--- src/bit_manipulation_pkg.sv ---
/*
 * Constants, operation codes and decode functions for the single-bit
 * instruction unit. Assumes the unit runs on one clock with a synchronous,
 * active-high reset and a byte-wide memory bus on that same clock.
 */
// Operation
// RULE1: Set forces the selected byte bit to 1, others unchanged.
// RULE2: Set, clear, invert, test take position from immediate or register low bits.
// RULE3: Clear forces the selected byte bit to 0, others unchanged.
// RULE4: Invert complements the selected bit, other bits untouched.
// RULE5: Test loads zero flag with inverse of selected bit; operand kept.
// RULE6: Carry becomes carry AND selected bit.
// RULE7: Carry becomes carry AND inverse of selected bit.
// RULE8: Carry becomes carry OR selected bit.
// RULE9: Carry becomes carry OR inverse of selected bit.
// RULE10: Carry becomes carry XOR selected bit.
// RULE11: Carry becomes carry XOR inverse of selected bit.
// RULE12: Carry-combine, load and store take position from immediate field only.
// RULE13: Bit load copies selected bit into carry; operand kept.
// RULE14: Inverted bit load puts inverse of selected bit into carry.
// RULE15: Bit store writes carry into the selected bit.
// RULE16: Inverted bit store writes inverse of carry into the selected bit.
// RULE17: Set, clear, invert, stores are whole-byte read-modify-write.
// RULE18: Memory operand: read at address, modify one bit, write same address.
// RULE19: Write-only target reads as all ones, so unmodified bits become 1.
// RULE20: Test, carry-combine and carry-load issue no operand write.
// RULE21: Operand is one byte; bit 0 least, bit 7 most significant.
package bit_manipulation_pkg;

	// ----------------------------------------------------------------
	// Widths and fixed values
	// ----------------------------------------------------------------
	localparam int          BYTE_W       = 8;
	localparam int          POS_W        = 3;
	localparam int          ADDR_W       = 16;
	localparam logic [7:0]  WRITE_ONLY_READ = 8'hFF;
	localparam logic [7:0]  DATA_RESET   = 8'h00;
	localparam logic [15:0] ADDR_RESET   = 16'h0000;
	localparam logic [2:0]  POS_RESET    = 3'h0;

	// ----------------------------------------------------------------
	// Operations
	// ----------------------------------------------------------------
	typedef enum logic [3:0] {
		bit_set_op          = 4'h0,
		bit_clear_op        = 4'h1,
		bit_invert_op       = 4'h2,
		bit_test_op         = 4'h3,
		carry_and_bit_op    = 4'h4,
		carry_and_notbit_op = 4'h5,
		carry_or_bit_op     = 4'h6,
		carry_or_notbit_op  = 4'h7,
		carry_xor_bit_op    = 4'h8,
		carry_xor_notbit_op = 4'h9,
		bit_to_carry_op     = 4'hA,
		notbit_to_carry_op  = 4'hB,
		carry_to_bit_op     = 4'hC,
		notcarry_to_bit_op  = 4'hD
	} op_t;

	// Ops that rewrite the operand byte
	function automatic logic op_writes_byte(input op_t op);
		op_writes_byte = (op == bit_set_op) || (op == bit_clear_op) ||
			(op == bit_invert_op) || (op == carry_to_bit_op) ||
			(op == notcarry_to_bit_op); // see RULE17 see RULE20
	endfunction : op_writes_byte

	// Ops that may take the position from a register
	function automatic logic op_reg_position(input op_t op);
		op_reg_position = (op == bit_set_op) || (op == bit_clear_op) ||
			(op == bit_invert_op) || (op == bit_test_op); // see RULE2 see RULE12
	endfunction : op_reg_position

endpackage : bit_manipulation_pkg

--- src/bit_position_select.sv ---
/*
 * Picks the bit number for a single-bit operation.
 * Assumes the register value is the live content of the named register.
 */
`timescale 1ns/1ps
`default_nettype none
module bit_position_select (
	// Operation
	input  wire bit_manipulation_pkg::op_t op,
	input  wire logic                      pos_from_reg,
	// Sources
	input  wire logic [2:0]                imm_pos,
	input  wire logic [7:0]                reg_pos_value,
	// Result
	output logic      [2:0]                bit_pos
);
	// ----------------------------------------------------------------
	// Selection
	// ----------------------------------------------------------------
	// Carry ops ignore the register flag rather than fault on it
	always_comb begin
		if (pos_from_reg && bit_manipulation_pkg::op_reg_position(op)) begin
			bit_pos = reg_pos_value[2:0]; // see RULE2
		end else begin
			bit_pos = imm_pos; // see RULE12
		end
	end
endmodule : bit_position_select
`default_nettype wire

--- src/bit_operation_alu.sv ---
/*
 * Combinational core: new byte and flag values for one bit operation.
 * Assumes operand byte and carry are stable while the result is used.
 */
`timescale 1ns/1ps
`default_nettype none
module bit_operation_alu (
	// Operands
	input  wire bit_manipulation_pkg::op_t op,
	input  wire logic [7:0]                data_in,
	input  wire logic [2:0]                bit_pos,
	input  wire logic                      carry_in,
	// Results
	output logic      [7:0]                data_out,
	output logic                           carry_out,
	output logic                           carry_update,
	output logic                           zero_out,
	output logic                           zero_update
);
	logic [7:0] mask;
	logic       sel;

	// ----------------------------------------------------------------
	// Bit arithmetic
	// ----------------------------------------------------------------
	always_comb begin
		mask         = 8'h01 << bit_pos; // see RULE21
		sel          = data_in[bit_pos];
		data_out     = data_in;
		carry_out    = carry_in;
		carry_update = 1'b0;
		zero_out     = 1'b0;
		zero_update  = 1'b0;
		unique case (op)
			bit_manipulation_pkg::bit_set_op:          data_out = data_in | mask;  // see RULE1
			bit_manipulation_pkg::bit_clear_op:        data_out = data_in & ~mask; // see RULE3
			bit_manipulation_pkg::bit_invert_op:       data_out = data_in ^ mask;  // see RULE4
			bit_manipulation_pkg::bit_test_op: begin
				zero_out    = ~sel; // see RULE5
				zero_update = 1'b1;
			end
			bit_manipulation_pkg::carry_and_bit_op: begin
				carry_out    = carry_in & sel; // see RULE6
				carry_update = 1'b1;
			end
			bit_manipulation_pkg::carry_and_notbit_op: begin
				carry_out    = carry_in & ~sel; // see RULE7
				carry_update = 1'b1;
			end
			bit_manipulation_pkg::carry_or_bit_op: begin
				carry_out    = carry_in | sel; // see RULE8
				carry_update = 1'b1;
			end
			bit_manipulation_pkg::carry_or_notbit_op: begin
				carry_out    = carry_in | ~sel; // see RULE9
				carry_update = 1'b1;
			end
			bit_manipulation_pkg::carry_xor_bit_op: begin
				carry_out    = carry_in ^ sel; // see RULE10
				carry_update = 1'b1;
			end
			bit_manipulation_pkg::carry_xor_notbit_op: begin
				carry_out    = carry_in ^ ~sel; // see RULE11
				carry_update = 1'b1;
			end
			bit_manipulation_pkg::bit_to_carry_op: begin
				carry_out    = sel; // see RULE13
				carry_update = 1'b1;
			end
			bit_manipulation_pkg::notbit_to_carry_op: begin
				carry_out    = ~sel; // see RULE14
				carry_update = 1'b1;
			end
			bit_manipulation_pkg::carry_to_bit_op:
				data_out = carry_in ? (data_in | mask) : (data_in & ~mask); // see RULE15
			bit_manipulation_pkg::notcarry_to_bit_op:
				data_out = carry_in ? (data_in & ~mask) : (data_in | mask); // see RULE16
			default: data_out = data_in;
		endcase
	end
endmodule : bit_operation_alu
`default_nettype wire

--- src/bit_manipulation_unit.sv ---
/*
 * Single-bit instruction unit: sequences one operation on a byte held in
 * a general register or in memory, with read-modify-write on the bus.
 * Assumes the bus slave answers each read or write with a one-cycle ack,
 * and flags it when the addressed location is write-only.
 */
`timescale 1ns/1ps
`default_nettype none
module bit_manipulation_unit #(
	parameter int ADDR_W = bit_manipulation_pkg::ADDR_W
) (
	// Clock and reset
	input  wire logic                      clock,
	input  wire logic                      rst,
	// Instruction request
	input  wire logic                      start,
	input  wire bit_manipulation_pkg::op_t op,
	input  wire logic                      pos_from_reg,
	input  wire logic [2:0]                imm_pos,
	input  wire logic [7:0]                reg_pos_value,
	input  wire logic                      operand_in_mem,
	input  wire logic [7:0]                reg_operand,
	input  wire logic [ADDR_W-1:0]         operand_addr,
	input  wire logic                      carry_flag,
	output logic                           ready,
	output logic                           done,
	// Register write-back
	output logic      [7:0]                reg_result,
	output logic                           reg_write,
	// Flag updates
	output logic                           carry_result,
	output logic                           carry_write,
	output logic                           zero_result,
	output logic                           zero_write,
	// Memory bus
	output logic                           mem_read,
	output logic                           mem_write,
	output logic      [ADDR_W-1:0]         mem_addr,
	output logic      [7:0]                mem_wdata,
	input  wire logic [7:0]                mem_rdata,
	input  wire logic                      mem_write_only,
	input  wire logic                      mem_ack
);
	// ----------------------------------------------------------------
	// Elaboration check
	// ----------------------------------------------------------------
	if (ADDR_W < 1 || ADDR_W > 32) begin : g_bad_addr
		$error("ADDR_W must lie between 1 and 32");
	end

	typedef enum logic [1:0] {st_idle, st_read, st_modify, st_write} state_t;

	state_t                    state, next_state;
	bit_manipulation_pkg::op_t cur_op, next_cur_op;
	logic [2:0]                cur_pos, next_cur_pos;
	logic                      cur_mem, next_cur_mem;
	logic                      cur_carry, next_cur_carry;
	logic [7:0]                data, next_data;
	logic                      next_ready, next_done, next_reg_write;
	logic [7:0]                next_reg_result, next_mem_wdata;
	logic                      next_carry_result, next_carry_write;
	logic                      next_zero_result, next_zero_write;
	logic                      next_mem_read, next_mem_write;
	logic [ADDR_W-1:0]         next_mem_addr;
	logic [2:0]                sel_pos;
	logic [7:0]                alu_data;
	logic                      alu_carry, alu_carry_upd, alu_zero, alu_zero_upd;

	// ----------------------------------------------------------------
	// Datapath
	// ----------------------------------------------------------------
	bit_position_select u_pos (
		.op            (op),
		.pos_from_reg  (pos_from_reg),
		.imm_pos       (imm_pos),
		.reg_pos_value (reg_pos_value),
		.bit_pos       (sel_pos)
	);

	bit_operation_alu u_alu (
		.op           (cur_op),
		.data_in      (data),
		.bit_pos      (cur_pos),
		.carry_in     (cur_carry),
		.data_out     (alu_data),
		.carry_out    (alu_carry),
		.carry_update (alu_carry_upd),
		.zero_out     (alu_zero),
		.zero_update  (alu_zero_upd)
	);

	// ----------------------------------------------------------------
	// Sequencer
	// ----------------------------------------------------------------
	always_comb begin
		next_state        = state;
		next_cur_op       = cur_op;
		next_cur_pos      = cur_pos;
		next_cur_mem      = cur_mem;
		next_cur_carry    = cur_carry;
		next_data         = data;
		next_ready        = ready;
		next_done         = 1'b0;
		next_reg_result   = reg_result;
		next_reg_write    = 1'b0;
		next_carry_result = carry_result;
		next_carry_write  = 1'b0;
		next_zero_result  = zero_result;
		next_zero_write   = 1'b0;
		next_mem_read     = mem_read;
		next_mem_write    = mem_write;
		next_mem_addr     = mem_addr;
		next_mem_wdata    = mem_wdata;
		unique case (state)
			st_idle: begin
				if (start) begin
					next_cur_op    = op;
					next_cur_pos   = sel_pos;
					next_cur_mem   = operand_in_mem;
					next_cur_carry = carry_flag;
					next_ready     = 1'b0;
					if (operand_in_mem) begin
						next_mem_read = 1'b1; // see RULE18
						next_mem_addr = operand_addr;
						next_state    = st_read;
					end else begin
						next_data  = reg_operand;
						next_state = st_modify;
					end
				end
			end
			st_read: begin
				if (mem_ack) begin
					next_mem_read = 1'b0;
					// Write-only location cannot echo its content
					next_data  = mem_write_only ? bit_manipulation_pkg::WRITE_ONLY_READ
						: mem_rdata; // see RULE19
					next_state = st_modify;
				end
			end
			st_modify: begin
				next_carry_result = alu_carry_upd ? alu_carry : carry_result;
				next_carry_write  = alu_carry_upd;
				next_zero_result  = alu_zero_upd ? alu_zero : zero_result;
				next_zero_write   = alu_zero_upd;
				if (bit_manipulation_pkg::op_writes_byte(cur_op) && cur_mem) begin
					next_mem_write = 1'b1; // see RULE17 see RULE18
					next_mem_wdata = alu_data;
					next_state     = st_write;
				end else begin
					if (bit_manipulation_pkg::op_writes_byte(cur_op)) begin
						next_reg_result = alu_data; // see RULE17
						next_reg_write  = 1'b1;
					end
					next_done  = 1'b1; // see RULE20
					next_ready = 1'b1;
					next_state = st_idle;
				end
			end
			st_write: begin
				if (mem_ack) begin
					next_mem_write = 1'b0;
					next_done      = 1'b1;
					next_ready     = 1'b1;
					next_state     = st_idle;
				end
			end
		endcase
	end

	always_ff @(posedge clock) begin
		if (rst) begin
			state        <= st_idle;
			cur_op       <= bit_manipulation_pkg::bit_set_op;
			cur_pos      <= bit_manipulation_pkg::POS_RESET;
			cur_mem      <= 1'b0;
			cur_carry    <= 1'b0;
			data         <= bit_manipulation_pkg::DATA_RESET;
			ready        <= 1'b1;
			done         <= 1'b0;
			reg_result   <= bit_manipulation_pkg::DATA_RESET;
			reg_write    <= 1'b0;
			carry_result <= 1'b0;
			carry_write  <= 1'b0;
			zero_result  <= 1'b0;
			zero_write   <= 1'b0;
			mem_read     <= 1'b0;
			mem_write    <= 1'b0;
			mem_addr     <= '0;
			mem_wdata    <= bit_manipulation_pkg::DATA_RESET;
		end else begin
			state        <= next_state;
			cur_op       <= next_cur_op;
			cur_pos      <= next_cur_pos;
			cur_mem      <= next_cur_mem;
			cur_carry    <= next_cur_carry;
			data         <= next_data;
			ready        <= next_ready;
			done         <= next_done;
			reg_result   <= next_reg_result;
			reg_write    <= next_reg_write;
			carry_result <= next_carry_result;
			carry_write  <= next_carry_write;
			zero_result  <= next_zero_result;
			zero_write   <= next_zero_write;
			mem_read     <= next_mem_read;
			mem_write    <= next_mem_write;
			mem_addr     <= next_mem_addr;
			mem_wdata    <= next_mem_wdata;
		end
	end
endmodule : bit_manipulation_unit
`default_nettype wire

--- config.mk ---
export PLATFORM = sky130hd
export DESIGN_NAME = bit_manipulation_unit
export DESIGN_NICKNAME = d
export VERILOG_FILES = /design/src/bit_manipulation_pkg.sv /design/src/bit_position_select.sv /design/src/bit_operation_alu.sv /design/src/bit_manipulation_unit.sv
export SDC_FILE = /design/constraint.sdc
export NUM_CORES = 1
export LEC_CHECK = 0
export BUFFER_PORTS_ARGS = -buffer_cell sky130_fd_sc_hd__clkbuf_2
export CORE_UTILIZATION = 35
export CTS_CLUSTER_DIAMETER = 200
export DETAILED_ROUTE_END_ITERATION = 10
export PLACE_DENSITY = 0.59
export SYNTH_ARGS = -nofsm -noshare
export SYNTH_HDL_FRONTEND = slang
export SYNTH_SLANG_ARGS = --single-unit
--- constraint.sdc ---
create_clock -name clock -period 2.3 [get_ports clock]
set_input_delay 0.46 -clock clock [delete_from_list [all_inputs] [get_ports clock]]
set_output_delay 0.46 -clock clock [all_outputs]
set_load 0.02 [all_outputs]
; After elaboration in Yosys (flattened, before gate mapping)
; Index checks and enable logic that the tools add are counted.
[classes]
reduce_logical = 29
n_lt_le_gt_ge = 1
muxes = 35
n_eq_ne = 26
multipliers = 0
addsub = 0
n_shift = 1
bitwise = 13
div = 0
[op_table]
columns = op, n
row1 = $mux 8, 6
row2 = $pmux 8 s5, 1
row3 = $eq 4x4->1 const B, 6
row4 = $eq 4x2->1 const B, 4
row5 = $eq 4x3->1 const B, 4
row6 = $pmux 8 s2, 1
row7 = $mux 1, 14
row8 = $ne 2x2->1 const B, 7
row9 = $reduce_and 3->1, 4
row10 = $reduce_and 4->1, 3
row11 = $mux 2, 5
row12 = $and 8x8->8, 1
row13 = $eq 4x1->1 const B, 2
row14 = $logic_not 4->1, 2
row15 = $not 8->8, 1
row16 = $or 8x8->8, 1
row17 = $pmux 1 s8, 1
row18 = $pmux 2 s4, 1
row19 = $reduce_and 2->1, 4
row20 = $reduce_or 8->1, 1
row21 = $shl 1x3->8 const A, 1
row22 = $xor 8x8->8, 1
row23 = $logic_or 1x1->1, 7
row24 = $pmux 1 s2, 3
row25 = 16 further kinds, 24
[word_totals]
mem_count = 0
latch_bits = 0
out_inout_bits = 41
reg_bits = 60
rom_bits = 0
in_bits = 55
ramBits = 0

; Depth between registers and ports, before layout
[logic_depth]
word_depth = 8
mapped_depth = 9

; Cells and area by module
; From an unflattened synthesis, not the netlist that was laid out.
[unflattened]
hier_cells = 443
area_unflattened_um2 = 3542.1
[by_module_without_submodules]
columns = module, n_inst, cells_each, area_per_inst_um2
row1 = bit_manipulation_unit, 1, 277, 2471.1
row2 = bit_operation_alu, 1, 162, 1018.5
row3 = bit_position_select, 1, 4, 52.6

; Worst setup path after synthesis
; OpenSTA, ideal clock, no wires.
[synth_path]
kind = register to register
startpoint = reg cur_pos[0]
endpoint = reg mem_wdata[4]
stages_incl_launch_ff = 8
setup_ns = 0.134
path_buffers = 1
arrival_time_ns = 1.701
required_ns = 2.166
path_slack_ns = 0.465
synth_period_minus_slack_ns = 1.835
cell_sequence = dfxtp_1 > clkbuf_1 > or3b_2 > ha_1 > nand2_1 > o22ai_1 > nor3_1 > a211oi_1
[synth_between]
elab_chain_cells = 5
elab_cells_between_ends = 8
cone_classes = 1 x shift / 3 x mux / 4 x bitwise
[synth_lines]
columns = item, line
row1 = from (decl), bit_manipulation_unit.sv:55  ; logic [2:0] cur_pos, next_cur_pos;
row2 = from (signal assigned), bit_manipulation_unit.sv:175  ; cur_pos <= bit_manipulation_pkg::POS_RESET;
row3 = from (signal assigned), bit_manipulation_unit.sv:194  ; cur_pos <= next_cur_pos;
row4 = $shl 1x3->8 *, bit_operation_alu.sv:27  ; mask = 8'h01 << bit_pos;
row5 = $not 8->8, "bit_operation_alu.sv:36, bit_operation_alu.sv:75, bit_operation_alu.sv:77"
row6 = $and 8x8->8, "bit_operation_alu.sv:36, bit_operation_alu.sv:75, bit_operation_alu.sv:77"
row7 = "$mux 8, on equally long branches", "bit_operation_alu.sv:77, bit_operation_alu.sv:75"
row8 = $pmux 8 s5 *, bit_operation_alu.sv:34  ; unique case (op)
row9 = to (signal assigned), bit_manipulation_unit.sv:190  ; mem_wdata <= bit_manipulation_pkg::DATA_RESET;
row10 = to (signal assigned), bit_manipulation_unit.sv:209  ; mem_wdata <= next_mem_wdata;
row11 = to (decl), bit_manipulation_unit.sv:39  ; output logic [7:0] mem_wdata,
; Mark *: on every way between the ends. The rest lies on a longest branch, timed or not.
; A chain may end at the register's enable or synchronous reset.

; Final worst setup path
[layout_path]
startpoint = reg cur_pos[1]
endpoint = reg carry_result
[layout_between]
elab_chain_cells = 5
elab_cells_between_ends = 10
cone_classes = 3 x mux / 7 x bitwise
[layout_lines]
columns = item, line
row1 = $bmux 1 s3 *, bit_operation_alu.sv:28  ; sel = data_in[bit_pos];
row2 = $mux 1 (implied by the code) *, bit_operation_alu.sv:28
row3 = $not 1->1, --
row4 = "$xor 1x1->1, or another cell as far along", bit_operation_alu.sv:63  ; carry_out = carry_in ^ ~sel;
row5 = $pmux 1 s8 *, bit_operation_alu.sv:34
row6 = to (signal assigned), bit_manipulation_unit.sv:202  ; carry_result <= next_carry_result;
row7 = to (decl), bit_manipulation_unit.sv:31  ; output logic carry_result,
; Mark *: on every way between the ends. The rest lies on a longest branch, timed or not. The select of a mux whose other input is x is not followed.

==> impl_results.md <==
* CTS buffer count at 9
* Cell Chain, Critical Path: mux2_2, o221ai_1, a22o_1, mux2_4, a211oi_2
* CP Launch Point: cur_pos[1]
* Gr ovfl total at 0
* Worst path slowest cell: dfxtp_1
* Fin. Hold Viols at 0
* R2R Path End: carry_result
* Worst path depth at 5
* Global-route wire length before repair at 13530 um
* Vias per cell at 5.172
* Period minus WS final at 2061 ps
* Final setup viols at 0
* Initial DRC count at 104
* Post-synthesis sequential area ratio at 37.12%
* Slowest stage delay, CP at 570 ps
* Clock buffer depth at 2
* Number of synthesis warnings at 0
* Die footprint at 9633 um^2
* Vias in the first global route at 2928
* Synth top area cells: dfxtp_1 37%, ha_1 9.7%, nand2_1 9.6%
* WP buf/inv at 0
* Htree depth at 3
* R2r worst-path depth at 5
* Row count at 34
* Post-synth top area cell: dfxtp_1
* Final period utilization at 89.59%
* CTS tree: yes
* GRT Total Usage at 17.50%
* Leak at 1.661 nW
* Core ar. at 8848 um^2
* WHS at 326.9 ps
* Average size of a mapped cell at 7.892 um^2
* Wire length per cell at 13.36 um
* Worst R2R Start: cur_pos[1]
* # clock sinks at 60
* R2R setup slack at 240 ps
* Multi-input gate area at 1836 um^2
* Measured slew at the worst slew-check pin at 657.5 ps
* # Max-Cap Violations at 0
* Pin count of the biggest net entering global routing at 33
* Filler cell count in the final layout at 929
* Storage cell area at 1201 um^2
* Top delay family on crit path: multiplexers
* Mapped Nets at 490
* Ys async rst share at 0%
* Post-layout power at 3.964 mW
* Ports at 96
* PnR worst setup slack at 239.5 ps
* Clock slew at reported path FFs at 70 ps
* Synth cell count leaders: 83 x nand2_1, 60 x dfxtp_1, 40 x a21oi_1
* DP HPWL at 5954 um
* Crit path max fanout at 13
* Status: finished, violations left
* Initial Util at 36.57%
* PortBufs at 90
* Clock Tree Root: clkbuf_8
* Achievable clock frequency at 485.3 MHz
* Clock latency on the worst-skew pair at 340 ps
* Critical path class: reg2reg
* Slew Viols, Final at 0
* Post-DRT Antenna Nets at 0
* DRC at 4
* Post-CTS setup buffers at 0
* PD cells at 999.2 nW/um^2
* Most used DFF post-synth: dfxtp_1
* Yosys reg bits at 60
* Failing checks: DRC
* EDFF count, synth at 0
* Fin Setup TNS at 0 ps
* Most common cell in the netlist: nand2_1
* Routed vias at 3129
* Synth top area share at 37.12%
* Cell area after synthesis at 3236 um^2
* Gpl congestion at 0.8302
* Nets at 572
* Clk_skew at 12.25 ps
* Cell count after synthesis at 410
* Die H at 98.15 um
* Required @ worst endpoint at 2560 ps
* Area added between synthesis and finish at 22.62%
* Placement Setup Slack at 257.2 ps
* Critical Path End: carry_result
* Initial antenna violation count at 0
* Hold crit path type: in2reg
* Setup crit start kind: flop
* Library cells used by synthesis at 46
* Drt first pass iters at 9
* Final Routed Wirelength at 8081 um
* Final core utilization at 44.84%
* Die X-Extent at 98.15 um
* Arrival time at the worst endpoint at 2320 ps
* Critical Path End Type: flop
* RSZ-0062 raised after global routing: no
* # diodes at 0
* Slew HR at 56.17%
* Max IR drop VDD at 0.4778 mV
* Layout cell share with drive strength beyond 1 at 24.55%
[cells by family after synthesis]
group	after synthesis	share of synthesized area, %
XOR/XNOR	1	0.2707
adder cells (fa/ha/maj)	25	9.667
AO/OA/AOI/OAI	119	23.82
AND/OR/NAND/NOR	146	20.07
buffers and inverters	51	6.380
multiplexers	8	2.668
flip-flops	60	37.12
[worst reg2reg max path: cells and delay by family (launching register included)]
| kind | cells | cell delay (ps) |
|---|---|---|
| flip-flops | 1 | 570 |
| AO/OA/AOI/OAI | 3 | 690 |
| multiplexers | 2 | 710 |
[registers in the layout (all words and copies together), names as in the netlist]
register      flops
cur_mem           1
zero_result       1
reg_write         1
mem_write         1
done              1
reg_result        8
ready             1
mem_wdata         8
mem_addr         16
zero_write        1
state             2
cur_carry         1
carry_write       1
carry_result      1
mem_read          1
cur_pos           3
data              8
cur_op            4
[area by class of cell]
type | count | area share (%)
Clock buffer | 10 | 3.217
Clock inverter | 6 | 1.608
Inverter | 23 | 2.176
Sequential cell | 60 | 30.27
Multi-Input combinational cell | 299 | 46.26
Timing Repair Buffer | 99 | 13.06
Tap cell | 108 | 3.406
[where the power goes]
group | switching, mW | internal [mW] | leakage (nW)
combinational | 0.975 | 0.619 | 1.08
clock | 0.435 | 0.500 | 0.0927
sequential | 0.201 | 1.23 | 0.490
total | 1.61 | 2.35 | 1.66
[how the worst min path moves through the flow]
stage / to / cells after the start / slack [ps] / from
after floorplan: data[6] / 2 / 460 / data[6]
after global placement: mem_addr[8] / 2 / 440 / mem_addr[8]
after detailed placement: mem_addr[6] / 2 / 450 / mem_addr[6]
after CTS: mem_addr[6] / 3 / 320 / operand_addr[6]
after global routing: mem_addr[4] / 3 / 320 / operand_addr[4]
final: mem_addr[10] / 3 / 330 / operand_addr[10]
[per-stage QoR]
step           area (um^2)  instances
2_1_floorplan         3236        410
3_3_place_gp          3769        589
3_5_place_dp          3769        589
4_1_cts               3960        605
5_1_grt               3968        605
6_report              3968        605
[routing by layer]
layer / vias to the layer above / global-route usage (%) / part of all wire (%)
li1: 1596 / - / -
met1: 1433 / 21.75 / 47
met2: 89 / 28.71 / 46
met3: 11 / 5.297 / 5.9
met4: 0 / 6.200 / 1.2
met5: - / 0 / 0
[timing repair]
item / CTS / global route
endpoints found under the setup margin: 0 / 2
hold buffers: 0 / 0
gates resized for setup: 0 / 1
[placed cells by master, fill, tap and decap left out, types with 4 or more instances in the layout]
| master | instances |
|---|---|
| mux2i_1 | 6 |
| nand2b_1 | 5 |
| o221ai_1 | 9 |
| a21oi_1 | 40 |
| a211oi_1 | 25 |
| nand3_1 | 5 |
| buf_4 | 9 |
| clkbuf_8 | 9 |
| clkbuf_2 | 90 |
| nor3_1 | 4 |
| o22ai_1 | 15 |
| ha_1 | 25 |
| inv_1 | 23 |
| o21ai_0 | 12 |
| nor2_1 | 30 |
| dfxtp_1 | 60 |
| nand2_1 | 83 |
(Power assumes the default switching activity.)
